==> src/include/dtec_map.svh <==
// Purpose: offsets, field positions, reset values and rates of the dual timer/event counter
// Assumes: data-memory byte locations on a 9-bit data address
// Notes:   definitions only
`ifndef DTEC_MAP_SVH
`define DTEC_MAP_SVH

// ==========================================================================
// data-memory locations
`define DTEC_ADDR_W         9
`define DTEC_U0_HIGH        9'h00C
`define DTEC_U0_LOW         9'h00D
`define DTEC_U0_CTRL        9'h00E
`define DTEC_U1_HIGH        9'h00F
`define DTEC_U1_LOW         9'h010
`define DTEC_U1_CTRL        9'h011

// ==========================================================================
// control register fields
`define DTEC_EDGE_BIT       3
`define DTEC_RUN_BIT        4
`define DTEC_MODE_LSB       6
`define DTEC_MODE_MSB       7
`define DTEC_CTRL_WMASK     8'hD8
`define DTEC_CTRL_RESET     8'h08

// ==========================================================================
// counting
`define DTEC_COUNT_MAX      16'hFFFF
`define DTEC_CLK_DIV        4
`define DTEC_DIV_LAST       2'h3

`endif

==> src/include/dtec_pkg.sv <==
// Purpose: types shared by the dual timer/event counter
// Assumes: nothing beyond the constants header
// Notes:   mode codes follow the control register encoding
package dtec_pkg;

  // ========================================================================
  // operating mode, control bits 7:6
  typedef enum logic [1:0] {
    DTEC_MODE_UNUSED = 2'b00,
    DTEC_MODE_EVENT  = 2'b01,
    DTEC_MODE_TIMER  = 2'b10,
    DTEC_MODE_PULSE  = 2'b11
  } dtec_mode_t;

  // pulse-width measurement state
  typedef enum logic {
    DTEC_PW_WAIT = 1'b0,
    DTEC_PW_MEAS = 1'b1
  } dtec_pw_t;

  // which register of a unit is addressed
  typedef enum logic [1:0] {
    DTEC_SEL_NONE = 2'b00,
    DTEC_SEL_HIGH = 2'b01,
    DTEC_SEL_LOW  = 2'b10,
    DTEC_SEL_CTRL = 2'b11
  } dtec_sel_t;

endpackage

==> src/verilog/dtec_top.sv <==
// Purpose: two 16-bit count-up timer/event counters on the CPU data-memory bus
// Assumes: one clk_sys domain; count input pins are asynchronous
// Notes:   read data is registered one cycle after the read strobe
//
// Overview of operation
// - two identical 16-bit counters, clock divided four
// - low byte write only fills holding buffer
// - high byte write loads preload with buffer
// - high byte read latches live low byte
// - low byte read returns buffer; read high first
// - control bits 0-2 and 5 read zero
// - bit 3 picks active edge of input
// - bit 4 gates counting
// - bits 7:6 select event, timer, pulse-width mode
// - event mode counts pin edges, timer and pulse-width the instruction clock
// - overflow reloads from preload, sets request flag
// - pulse-width counts from start edge, clears run
// - finished measurement held until run set again
// - measurement starts on edge, not on level
// - pulse-width overflow reloads and raises flag too
// - run cleared by hardware only in pulse-width mode
// - overflow is a wake-up source
// - cleared interrupt enable blocks overflow service
// - stopped unit copies preload into counter
// - running unit takes new preload at overflow
// - high byte read suppresses the counter clock
`timescale 1ns/1ps
`include "dtec_map.svh"

module dtec_top (
  // clock and reset
  input  wire logic                          clk_sys,
  input  wire logic                          rst_b,
  // cpu data-memory access
  input  wire logic [`DTEC_ADDR_W-1:0]       mem_addr,
  input  wire logic                          mem_wr,
  input  wire logic                          mem_rd,
  input  wire logic [7:0]                    mem_wdata,
  output logic      [7:0]                    mem_rdata,
  // external count input pins
  input  wire logic                          unit0_external_count_input,
  input  wire logic                          unit1_external_count_input,
  // interrupt control register side
  input  wire logic                          unit0_irq_enable,
  input  wire logic                          unit1_irq_enable,
  input  wire logic                          unit0_flag_clear,
  input  wire logic                          unit1_flag_clear,
  output logic                               unit0_overflow_flag,
  output logic                               unit1_overflow_flag,
  output logic                               unit0_irq_req,
  output logic                               unit1_irq_req,
  // halt release
  output logic                               wakeup_req
);
  import dtec_pkg::*;

  // ========================================================================
  // address decode
  function automatic dtec_sel_t reg_sel(input logic [`DTEC_ADDR_W-1:0] a, input logic u);
    dtec_sel_t s;
    s = DTEC_SEL_NONE;
    if (!u) begin
      if (a == `DTEC_U0_HIGH) s = DTEC_SEL_HIGH;
      if (a == `DTEC_U0_LOW)  s = DTEC_SEL_LOW;
      if (a == `DTEC_U0_CTRL) s = DTEC_SEL_CTRL;
    end else begin
      if (a == `DTEC_U1_HIGH) s = DTEC_SEL_HIGH;
      if (a == `DTEC_U1_LOW)  s = DTEC_SEL_LOW;
      if (a == `DTEC_U1_CTRL) s = DTEC_SEL_CTRL;
    end
    return s;
  endfunction

  dtec_sel_t   sel      [2];
  logic        wr_high  [2];
  logic        wr_low   [2];
  logic        wr_ctrl  [2];
  logic        rd_high  [2];
  logic        rd_low   [2];
  logic        rd_ctrl  [2];

  always_comb begin
    for (int u = 0; u < 2; u++) begin
      sel[u]     = reg_sel(mem_addr, u[0]);
      wr_high[u] = mem_wr && (sel[u] == DTEC_SEL_HIGH);
      wr_low[u]  = mem_wr && (sel[u] == DTEC_SEL_LOW);
      wr_ctrl[u] = mem_wr && (sel[u] == DTEC_SEL_CTRL);
      rd_high[u] = mem_rd && (sel[u] == DTEC_SEL_HIGH);
      rd_low[u]  = mem_rd && (sel[u] == DTEC_SEL_LOW);
      rd_ctrl[u] = mem_rd && (sel[u] == DTEC_SEL_CTRL);
    end
  end

  // ========================================================================
  // instruction clock: one-cycle enable every fourth system clock
  logic [1:0]  div_cnt;
  logic        tick;

  always_ff @(posedge clk_sys or negedge rst_b) begin
    if (!rst_b) begin
      div_cnt <= 2'h0;
    end else begin
      div_cnt <= div_cnt + 2'h1;
    end
  end

  assign tick = (div_cnt == `DTEC_DIV_LAST);

  // ========================================================================
  // input pin synchronisers and edge detect
  logic [1:0]  pin_meta;
  logic [1:0]  pin_sync;
  logic [1:0]  pin_prev;
  logic        pin_rise [2];
  logic        pin_fall [2];

  always_ff @(posedge clk_sys or negedge rst_b) begin
    if (!rst_b) begin
      pin_meta <= 2'h0;
      pin_sync <= 2'h0;
      pin_prev <= 2'h0;
    end else begin
      pin_meta <= {unit1_external_count_input, unit0_external_count_input};
      pin_sync <= pin_meta;
      pin_prev <= pin_sync;
    end
  end

  always_comb begin
    for (int u = 0; u < 2; u++) begin
      pin_rise[u] = pin_sync[u] && !pin_prev[u];
      pin_fall[u] = !pin_sync[u] && pin_prev[u];
    end
  end

  // ========================================================================
  // per-unit state
  logic [15:0] count    [2];
  logic [15:0] preload  [2];
  logic [7:0]  low_buf  [2];
  logic        edge_sel [2];
  logic        run      [2];
  dtec_mode_t  mode     [2];
  dtec_pw_t    pw_state [2];
  logic        flag     [2];

  logic        ev_edge  [2];
  logic        pw_start [2];
  logic        pw_end   [2];
  logic        advance  [2];
  logic        ovf      [2];
  logic        next_flag[2];

  always_comb begin
    for (int u = 0; u < 2; u++) begin
      // event mode: 0 counts rising, 1 counts falling
      ev_edge[u]  = edge_sel[u] ? pin_fall[u] : pin_rise[u];
      // pulse-width: 1 measures the high level, 0 the low level
      pw_start[u] = edge_sel[u] ? pin_rise[u] : pin_fall[u];
      pw_end[u]   = edge_sel[u] ? pin_fall[u] : pin_rise[u];
      advance[u]  = 1'b0;
      if (run[u] && !rd_high[u]) begin
        case (mode[u])
          DTEC_MODE_EVENT: advance[u] = ev_edge[u];
          DTEC_MODE_TIMER: advance[u] = tick;
          DTEC_MODE_PULSE: advance[u] = tick && (pw_state[u] == DTEC_PW_MEAS);
          default:         advance[u] = 1'b0;
        endcase
      end
      ovf[u]       = advance[u] && (count[u] == `DTEC_COUNT_MAX);
      // a set in the clearing cycle wins
      next_flag[u] = ovf[u] || (flag[u] && !(u == 0 ? unit0_flag_clear : unit1_flag_clear));
    end
  end

  // preload and holding buffer
  always_ff @(posedge clk_sys or negedge rst_b) begin
    if (!rst_b) begin
      for (int u = 0; u < 2; u++) begin
        preload[u] <= 16'h0000;
        low_buf[u] <= 8'h00;
      end
    end else begin
      for (int u = 0; u < 2; u++) begin
        if (wr_low[u]) begin
          low_buf[u] <= mem_wdata;
        end else if (rd_high[u]) begin
          low_buf[u] <= count[u][7:0];
        end
        if (wr_high[u]) begin
          preload[u] <= {mem_wdata, low_buf[u]};
        end
      end
    end
  end

  // counter
  always_ff @(posedge clk_sys or negedge rst_b) begin
    if (!rst_b) begin
      for (int u = 0; u < 2; u++) begin
        count[u] <= 16'h0000;
      end
    end else begin
      for (int u = 0; u < 2; u++) begin
        if (wr_high[u] && !run[u]) begin
          count[u] <= {mem_wdata, low_buf[u]};
        end else if (ovf[u]) begin
          // old preload when a write lands in the same cycle
          count[u] <= preload[u];
        end else if (advance[u]) begin
          count[u] <= count[u] + 16'h0001;
        end
      end
    end
  end

  // control register; a software write wins over the self-clear
  always_ff @(posedge clk_sys or negedge rst_b) begin
    if (!rst_b) begin
      for (int u = 0; u < 2; u++) begin
        edge_sel[u] <= 1'(`DTEC_CTRL_RESET >> `DTEC_EDGE_BIT);
        run[u]      <= 1'b0;
        mode[u]     <= DTEC_MODE_UNUSED;
      end
    end else begin
      for (int u = 0; u < 2; u++) begin
        if (wr_ctrl[u]) begin
          edge_sel[u] <= mem_wdata[`DTEC_EDGE_BIT];
          run[u]      <= mem_wdata[`DTEC_RUN_BIT];
          mode[u]     <= dtec_mode_t'(mem_wdata[`DTEC_MODE_MSB:`DTEC_MODE_LSB]);
        end else if (mode[u] == DTEC_MODE_PULSE && pw_state[u] == DTEC_PW_MEAS
                     && pw_end[u]) begin
          run[u] <= 1'b0;
        end
      end
    end
  end

  // pulse-width measurement sequencing
  always_ff @(posedge clk_sys or negedge rst_b) begin
    if (!rst_b) begin
      for (int u = 0; u < 2; u++) begin
        pw_state[u] <= DTEC_PW_WAIT;
      end
    end else begin
      for (int u = 0; u < 2; u++) begin
        if (!run[u] || mode[u] != DTEC_MODE_PULSE || wr_ctrl[u]) begin
          // held until run is set again, one shot per arm
          pw_state[u] <= DTEC_PW_WAIT;
        end else begin
          case (pw_state[u])
            DTEC_PW_WAIT: if (pw_start[u]) pw_state[u] <= DTEC_PW_MEAS;
            DTEC_PW_MEAS: if (pw_end[u])   pw_state[u] <= DTEC_PW_WAIT;
            default:      pw_state[u] <= DTEC_PW_WAIT;
          endcase
        end
      end
    end
  end

  // ========================================================================
  // flags, interrupt requests and wake-up
  always_ff @(posedge clk_sys or negedge rst_b) begin
    if (!rst_b) begin
      for (int u = 0; u < 2; u++) begin
        flag[u] <= 1'b0;
      end
      unit0_overflow_flag <= 1'b0;
      unit1_overflow_flag <= 1'b0;
      unit0_irq_req       <= 1'b0;
      unit1_irq_req       <= 1'b0;
      wakeup_req          <= 1'b0;
    end else begin
      for (int u = 0; u < 2; u++) begin
        flag[u] <= next_flag[u];
      end
      unit0_overflow_flag <= next_flag[0];
      unit1_overflow_flag <= next_flag[1];
      unit0_irq_req       <= next_flag[0] && unit0_irq_enable;
      unit1_irq_req       <= next_flag[1] && unit1_irq_enable;
      // wake regardless of interrupt enable
      wakeup_req          <= ovf[0] || ovf[1];
    end
  end

  // ========================================================================
  // read data
  logic [7:0] next_rdata;

  always_comb begin
    next_rdata = 8'h00;
    for (int u = 0; u < 2; u++) begin
      if (rd_high[u]) next_rdata = count[u][15:8];
      if (rd_low[u])  next_rdata = low_buf[u];
      if (rd_ctrl[u]) next_rdata = {mode[u], 1'b0, run[u], edge_sel[u], 3'h0};
    end
  end

  always_ff @(posedge clk_sys or negedge rst_b) begin
    if (!rst_b) begin
      mem_rdata <= 8'h00;
    end else if (mem_rd) begin
      mem_rdata <= next_rdata;
    end
  end
endmodule // dtec_top

==> config.mk <==
export PLATFORM = sky130hd
export DESIGN_NAME = dtec_top
export DESIGN_NICKNAME = d
export VERILOG_FILES = /design/src/include/dtec_pkg.sv /design/src/verilog/dtec_top.sv
export VERILOG_INCLUDE_DIRS = /design/src /design/src/include
export SDC_FILE = /design/constraint.sdc
export NUM_CORES = 1
export LEC_CHECK = 0
export BUFFER_PORTS_ARGS = -buffer_cell sky130_fd_sc_hd__buf_2
export CORE_UTILIZATION = 60
export CTS_CLUSTER_DIAMETER = 150
export DETAILED_ROUTE_END_ITERATION = 8
export PLACE_DENSITY = 0.79
export SKIP_CTS_REPAIR_TIMING = 1
export SYNTH_ARGS = -nofsm -noshare
export SYNTH_HDL_FRONTEND = slang
export SYNTH_SLANG_ARGS = --single-unit
export TNS_END_PERCENT = 50
==> constraint.sdc <==
create_clock -name clk_sys -period 2.8 [get_ports clk_sys]
set_input_delay 0.28 -clock clk_sys [delete_from_list [all_inputs] [get_ports clk_sys]]
set_output_delay 0.28 -clock clk_sys [all_outputs]
set_load 0.02 [all_outputs]
Word-level counts from Yosys, hierarchy flattened
Cells that the tools add are included.
- word-level logic and storage cells: 149
- memory bits (read-only): 0
- RAM bits: 0
- flip-flop bits (word level): 111
- memories: 0
- bits in latches: 0
- bits of input ports: 27
- output and inout bits: 13
- multiplexer cells: 42
- reductions and logical operators: 55
- multipliers: 0
- bitwise gates (word level): 2
- divide/modulo/power cells: 0
- equality and inequality tests: 23
- order comparisons: 0
- shift operators: 0
- add/subtract/negate cells: 3
- operator list (operator ; number):
    $mux W16 ; 6
    $mux W8 ; 10
    $eq A9 B4 Y1 const B ; 4
    $add A16 B1 Y16 const B ; 2
    $eq A16 B16 Y1 const B ; 2
    $logic_and A1 B1 Y1 ; 32
    $eq A2 B2 Y1 const B ; 9
    $eq A9 B5 Y1 const B ; 2
    $mux W1 ; 18
    $logic_not A1 Y1 ; 10
    $eq A2 B1 Y1 const B ; 4
    $mux W2 ; 4
    $reduce_bool A2 Y1 ; 4
    $logic_or A1 B1 Y1 ; 7
    $pmux W1 S3 ; 2
    $reduce_bool A3 Y1 ; 2
    $ne A2 B2 Y1 const B ; 2
    $pmux W1 S2 ; 2
    $add A2 B1 Y2 const B ; 1
    $not A1 Y1 ; 2

Logic depth before layout (Yosys ltp)
- depth after elaboration: 12
- gate-level depth with buffers: 8
- depth with buffers taken out: 6

Worst setup path after synthesis
Ideal clock, no wire load.
- path kind: input port to flip-flop
- from: input port mem_addr[0]
- to: register count[26] (netlist bit)
- data required time: 2.676 ns
- setup time: 0.124 ns
- setup slack: 0.626 ns
- buffers on the path: 3
- cell stages on the path: 7
- arrival: 2.051 ns
- cells stage by stage: buf_2 or2_2 clkbuf_1 or4_1 buf_2 mux2_2 a211o_1
- word-level cells in the longest chain between the ends: 12
- elaborated cells on any way between the ends: 17
- classes of those cells: eq/ne: 4; mux: 6; reduce/logical: 7
- ends and longest elaborated chain (what ; line ; source):
    from (decl) ; dtec_top.sv:35 ; input wire logic [`DTEC_ADDR_W-1:0] mem_addr,
    $eq A9 B4 Y1 (no line) ; n/a ;
    $mux W1 ; dtec_top.sv:63 ; if (a == `DTEC_U0_HIGH) s = DTEC_SEL_HIGH;
    $mux W2 ; dtec_top.sv:64 ; if (a == `DTEC_U0_LOW) s = DTEC_SEL_LOW;
    $mux W2 * ; dtec_top.sv:65 ; if (a == `DTEC_U0_CTRL) s = DTEC_SEL_CTRL;
    $eq A2 B1 Y1 * ; dtec_top.sv:85, dtec_top.sv:88 ;
    $logic_and A1 B1 Y1 ; dtec_top.sv:88 ; rd_high[u] = mem_rd && (sel[u] == DTEC_SEL_HIGH);
    $logic_not A1 Y1 ; dtec_top.sv:162 ; if (run[u] && !rd_high[u]) begin
    $logic_and A1 B1 Y1 ; dtec_top.sv:162 ;
    $mux W1 ; dtec_top.sv:162 ;
    $logic_and A1 B1 Y1 ; dtec_top.sv:170 ; ovf[u] = advance[u] && (count[u] == `DTEC_COUNT_MAX);
    $mux W16 ; dtec_top.sv:207 ; end else if (ovf[u]) begin
    $mux W16 ; dtec_top.sv:205 ; if (wr_high[u] && !run[u]) begin
    to (signal, indexed assignment) ; dtec_top.sv:206 ; count[u] <= {mem_wdata, low_buf[u]};
    to (signal, indexed assignment) ; dtec_top.sv:209 ; count[u] <= preload[u];
    to (signal, indexed assignment) ; dtec_top.sv:211 ; count[u] <= count[u] + 16'h0001;
    to (decl) ; dtec_top.sv:138 ; logic [15:0] count [2];
Every way passes the cells marked *; elsewhere a longest branch is shown, timed or not.
A chain may end at the register's enable or synchronous reset.

Final worst setup path
- from: register count[0] (netlist bit)
- to: register count[7] (netlist bit)
- word-level cells in the longest chain between the ends: 4
- elaborated cells on any way between the ends: 7
- classes of those cells: add/sub: 1; eq/ne: 1; mux: 3; reduce/logical: 2
- ends and longest elaborated chain (what ; line):
    $add A16 B1 Y16 or $eq A16 B16 Y1 (tied branches) ; n/a
    $mux W16 or $logic_and A1 B1 Y1 (tied branches) ; dtec_top.sv:210, dtec_top.sv:170
    $mux W16 ; dtec_top.sv:207
    $mux W16 ; dtec_top.sv:205
Parallel ways exist; a longest one is shown, timed or not. The select of a mux whose other input is x is not followed.

==> out/qor.csv <==
metric,value,unit
drive_gt1_frac,0.218,
rsz0062_at_grt,no,
wl,15700,µm
grt-ovfl-total,0,
ff2ff_path_depth,6,
antenna_cells,0,
fmax,409,MHz
power_density,439,nW/µm²
worst_pin_slew,679,ps
drcViolationCount,0,
die_h,102,µm
synth_flop_cell,dfrtp_1,
worst_setup_path_start_kind,flip-flop,
post-route-period-util,0.872,
avgSynthCellArea,10.2,µm²
synth_warnings,0,
num_vias,4986,
cts_tree,yes,
dr.pass1.iters,5,
clk_latency,400,ps
status,"finished, final reports clean",
final.setup_skew,22.0,ps
hold_path_depth,2,
synth_async_sr_flop_share,1.00,
cap_violations,0,
grt-busiest-layer,met2,
holdPathEnd,flag[0],
synth_area_leaders,"dfrtp_1, mux2_2, mux2i_1, a21oi_1, nand2_1",
fin_nets,659,
tns,0,ps
design_area,6580,µm²
regToRegSetupSlack,360,ps
leakagePower,3.00,nW
place_congestion,0.939,
ys_seq_area_frac,0.465,
reg2reg_from,count[0],
cp_data_required_time,3090,ps
grt_use_met2,0.486,
grt_usage,0.322,
ant_nets,0,
grt_pass1_wl,24600,µm
clkSinkCount,111,
finalHoldViolations,0,
synth_most_common_cell,dfrtp_1,
ir_drop,0.000370,V
initial_core_util,0.614,
place_area,6380,µm²
avgRoutedWirePerCell,20.5,µm
hold_path.class,input pin to flip-flop,
rows,36,
synth_top_area_share,0.457,
h-tree-depth,3,
viasPerCell,6.51,
yosysUniqueCellTypes,60,
io_pins,40,
synth-edff-count,0,
grt_start_max_net_pins,61,
root_buffer,clkbuf_8,
cts_buffers,9,
yosysTopAreaCell,dfrtp_1,
die-area,10400,µm²
synthTopCellsByCount,"dfrtp_1, nand2_1, mux2_2",
dp_hpwl,11200,µm
grt_pass1_vias,4636,
worstSetupPathType,flip-flop to flip-flop,
core,9730,µm²
synth_nets,616,
area_growth,10.1,%
first_iter_violations,378,
path_clk_slew,100,ps
reg2reg_to,count[7],
clock_path_buffers,2,
grt_use_met1,0.446,
finalWorstPathRequiredPeriod,2440,ps
min-delay-start,unit1_flag_clear,
synth_area,5970,µm²
endpoint_kind,flip-flop,
slew_headroom,0.547,
setup_viol,0,
final_max_slew_viol_count,0,
antenna_found_initial,0,
numPortBuffers,39,
synthCells,586,
cp_max_fo,10,
final_core_utilization,0.676,
arrival,2730,ps
die_w,102,µm
grt_use_met3,0.0835,
ys_ff_latch,111,
-- placed cells by master (no fill, tap or decap), types with 4 or more instances in the layout --
| master | instances |
|---|---|
| dfrtp_1 | 109 |
| nand2_1 | 50 |
| mux2_2 | 44 |
| nor2_1 | 41 |
| a21oi_1 | 39 |
| buf_2 | 38 |
| nand3_1 | 28 |
| mux2i_1 | 25 |
| buf_4 | 20 |
| inv_1 | 19 |
| a221o_1 | 17 |
| o21ai_0 | 16 |
| nand4_1 | 15 |
| nor3_1 | 13 |
| nand2b_1 | 10 |
| clkbuf_8 | 10 |
| a31oi_1 | 8 |
| and2_1 | 7 |
| xor2_1 | 7 |
| o211ai_1 | 7 |
| a22oi_1 | 7 |
| a211oi_1 | 6 |
| and3b_1 | 5 |
| nor4_1 | 5 |
| nor3_2 | 4 |
| o22ai_1 | 4 |
| or4_1 | 4 |
| and3_1 | 4 |
| mux4_2 | 4 |
-- worst max-delay path: stages (launching register included) --
cell and delay, ps:
dfrtp_1 430, ha_1 250, nand4_1 290, or4_1 810, nand3_1 170, o211ai_1 90, a221o_1 300
-- layout make-up --
type	instances	area [µm²]
timing repair buffer	62	390
multi-input combinational	426	3000
inverter	19	71.3
sequential	111	2780
clock inverter	3	20.0
clock buffer	12	145
tap	133	166
fill	789	3150
-- worst max path at each step --
stage / cells past startpoint / slack (ps) / endpoint / from
finish: 6 / 360 / count[7] / count[0]
global route: 6 / 190 / count[26] / count[17]
CTS: 6 / 400 / count[7] / count[0]
detailed placement: 5 / 300 / count[26] / mem_addr[8]
global placement: 5 / 370 / count[26] / mem_addr[8]
floorplan: 7 / 630 / count[26] / mem_addr[0]
-- routing by layer --
metal	share of wire	vias up
met5	0	-
met4	0.021	0
met3	0.078	29
met2	0.45	198
met1	0.45	2478
li1	-	2281
-- where the power goes --
group / internal [W] / switching, W
combinational: 0.000108 / 0.000162
clock: 0.000343 / 0.000542
sequential: 0.00166 / 0.0000702
total: 0.00211 / 0.000775
-- logic make-up after synthesis --
kind of cell    count (synthesis)  share of synthesized area
buf+inv                        49                     0.0339
compound gates                134                      0.155
fa+ha+maj                       3                    0.00628
flops                         111                      0.465
mux                            73                      0.140
simple gates                  206                      0.185
xor+xnor                       10                     0.0147
-- flip-flops by register name (all words and copies together), names as in the netlist, 2 cells and up --
name	cells
count	32
preload	32
low_buf	16
mem_rdata	8
mode	4
div_cnt	2
edge_sel	2
flag	2
pin_meta	2
pin_prev	2
pin_sync	2
pw_state	2
run	2
-- per-stage QoR --
| stage | cells | total power [W] | hold slack (ps) | setup WS (ps) |
|---|---|---|---|---|
| after detailed placement | 748 | 0.00202 | 336 | 302 |
| after global placement | 748 | 0.00201 | 342 | 373 |
| after floorplan | 586 | 0.00189 | -15.6 | 626 |
| after CTS | 763 | 0.00290 | -82.0 | 399 |
| final | 766 | 0.00289 | 72.7 | 357 |
| after global routing | 766 | 0.00299 | 64.9 | 191 |
Power figures use the tool's default switching activity.
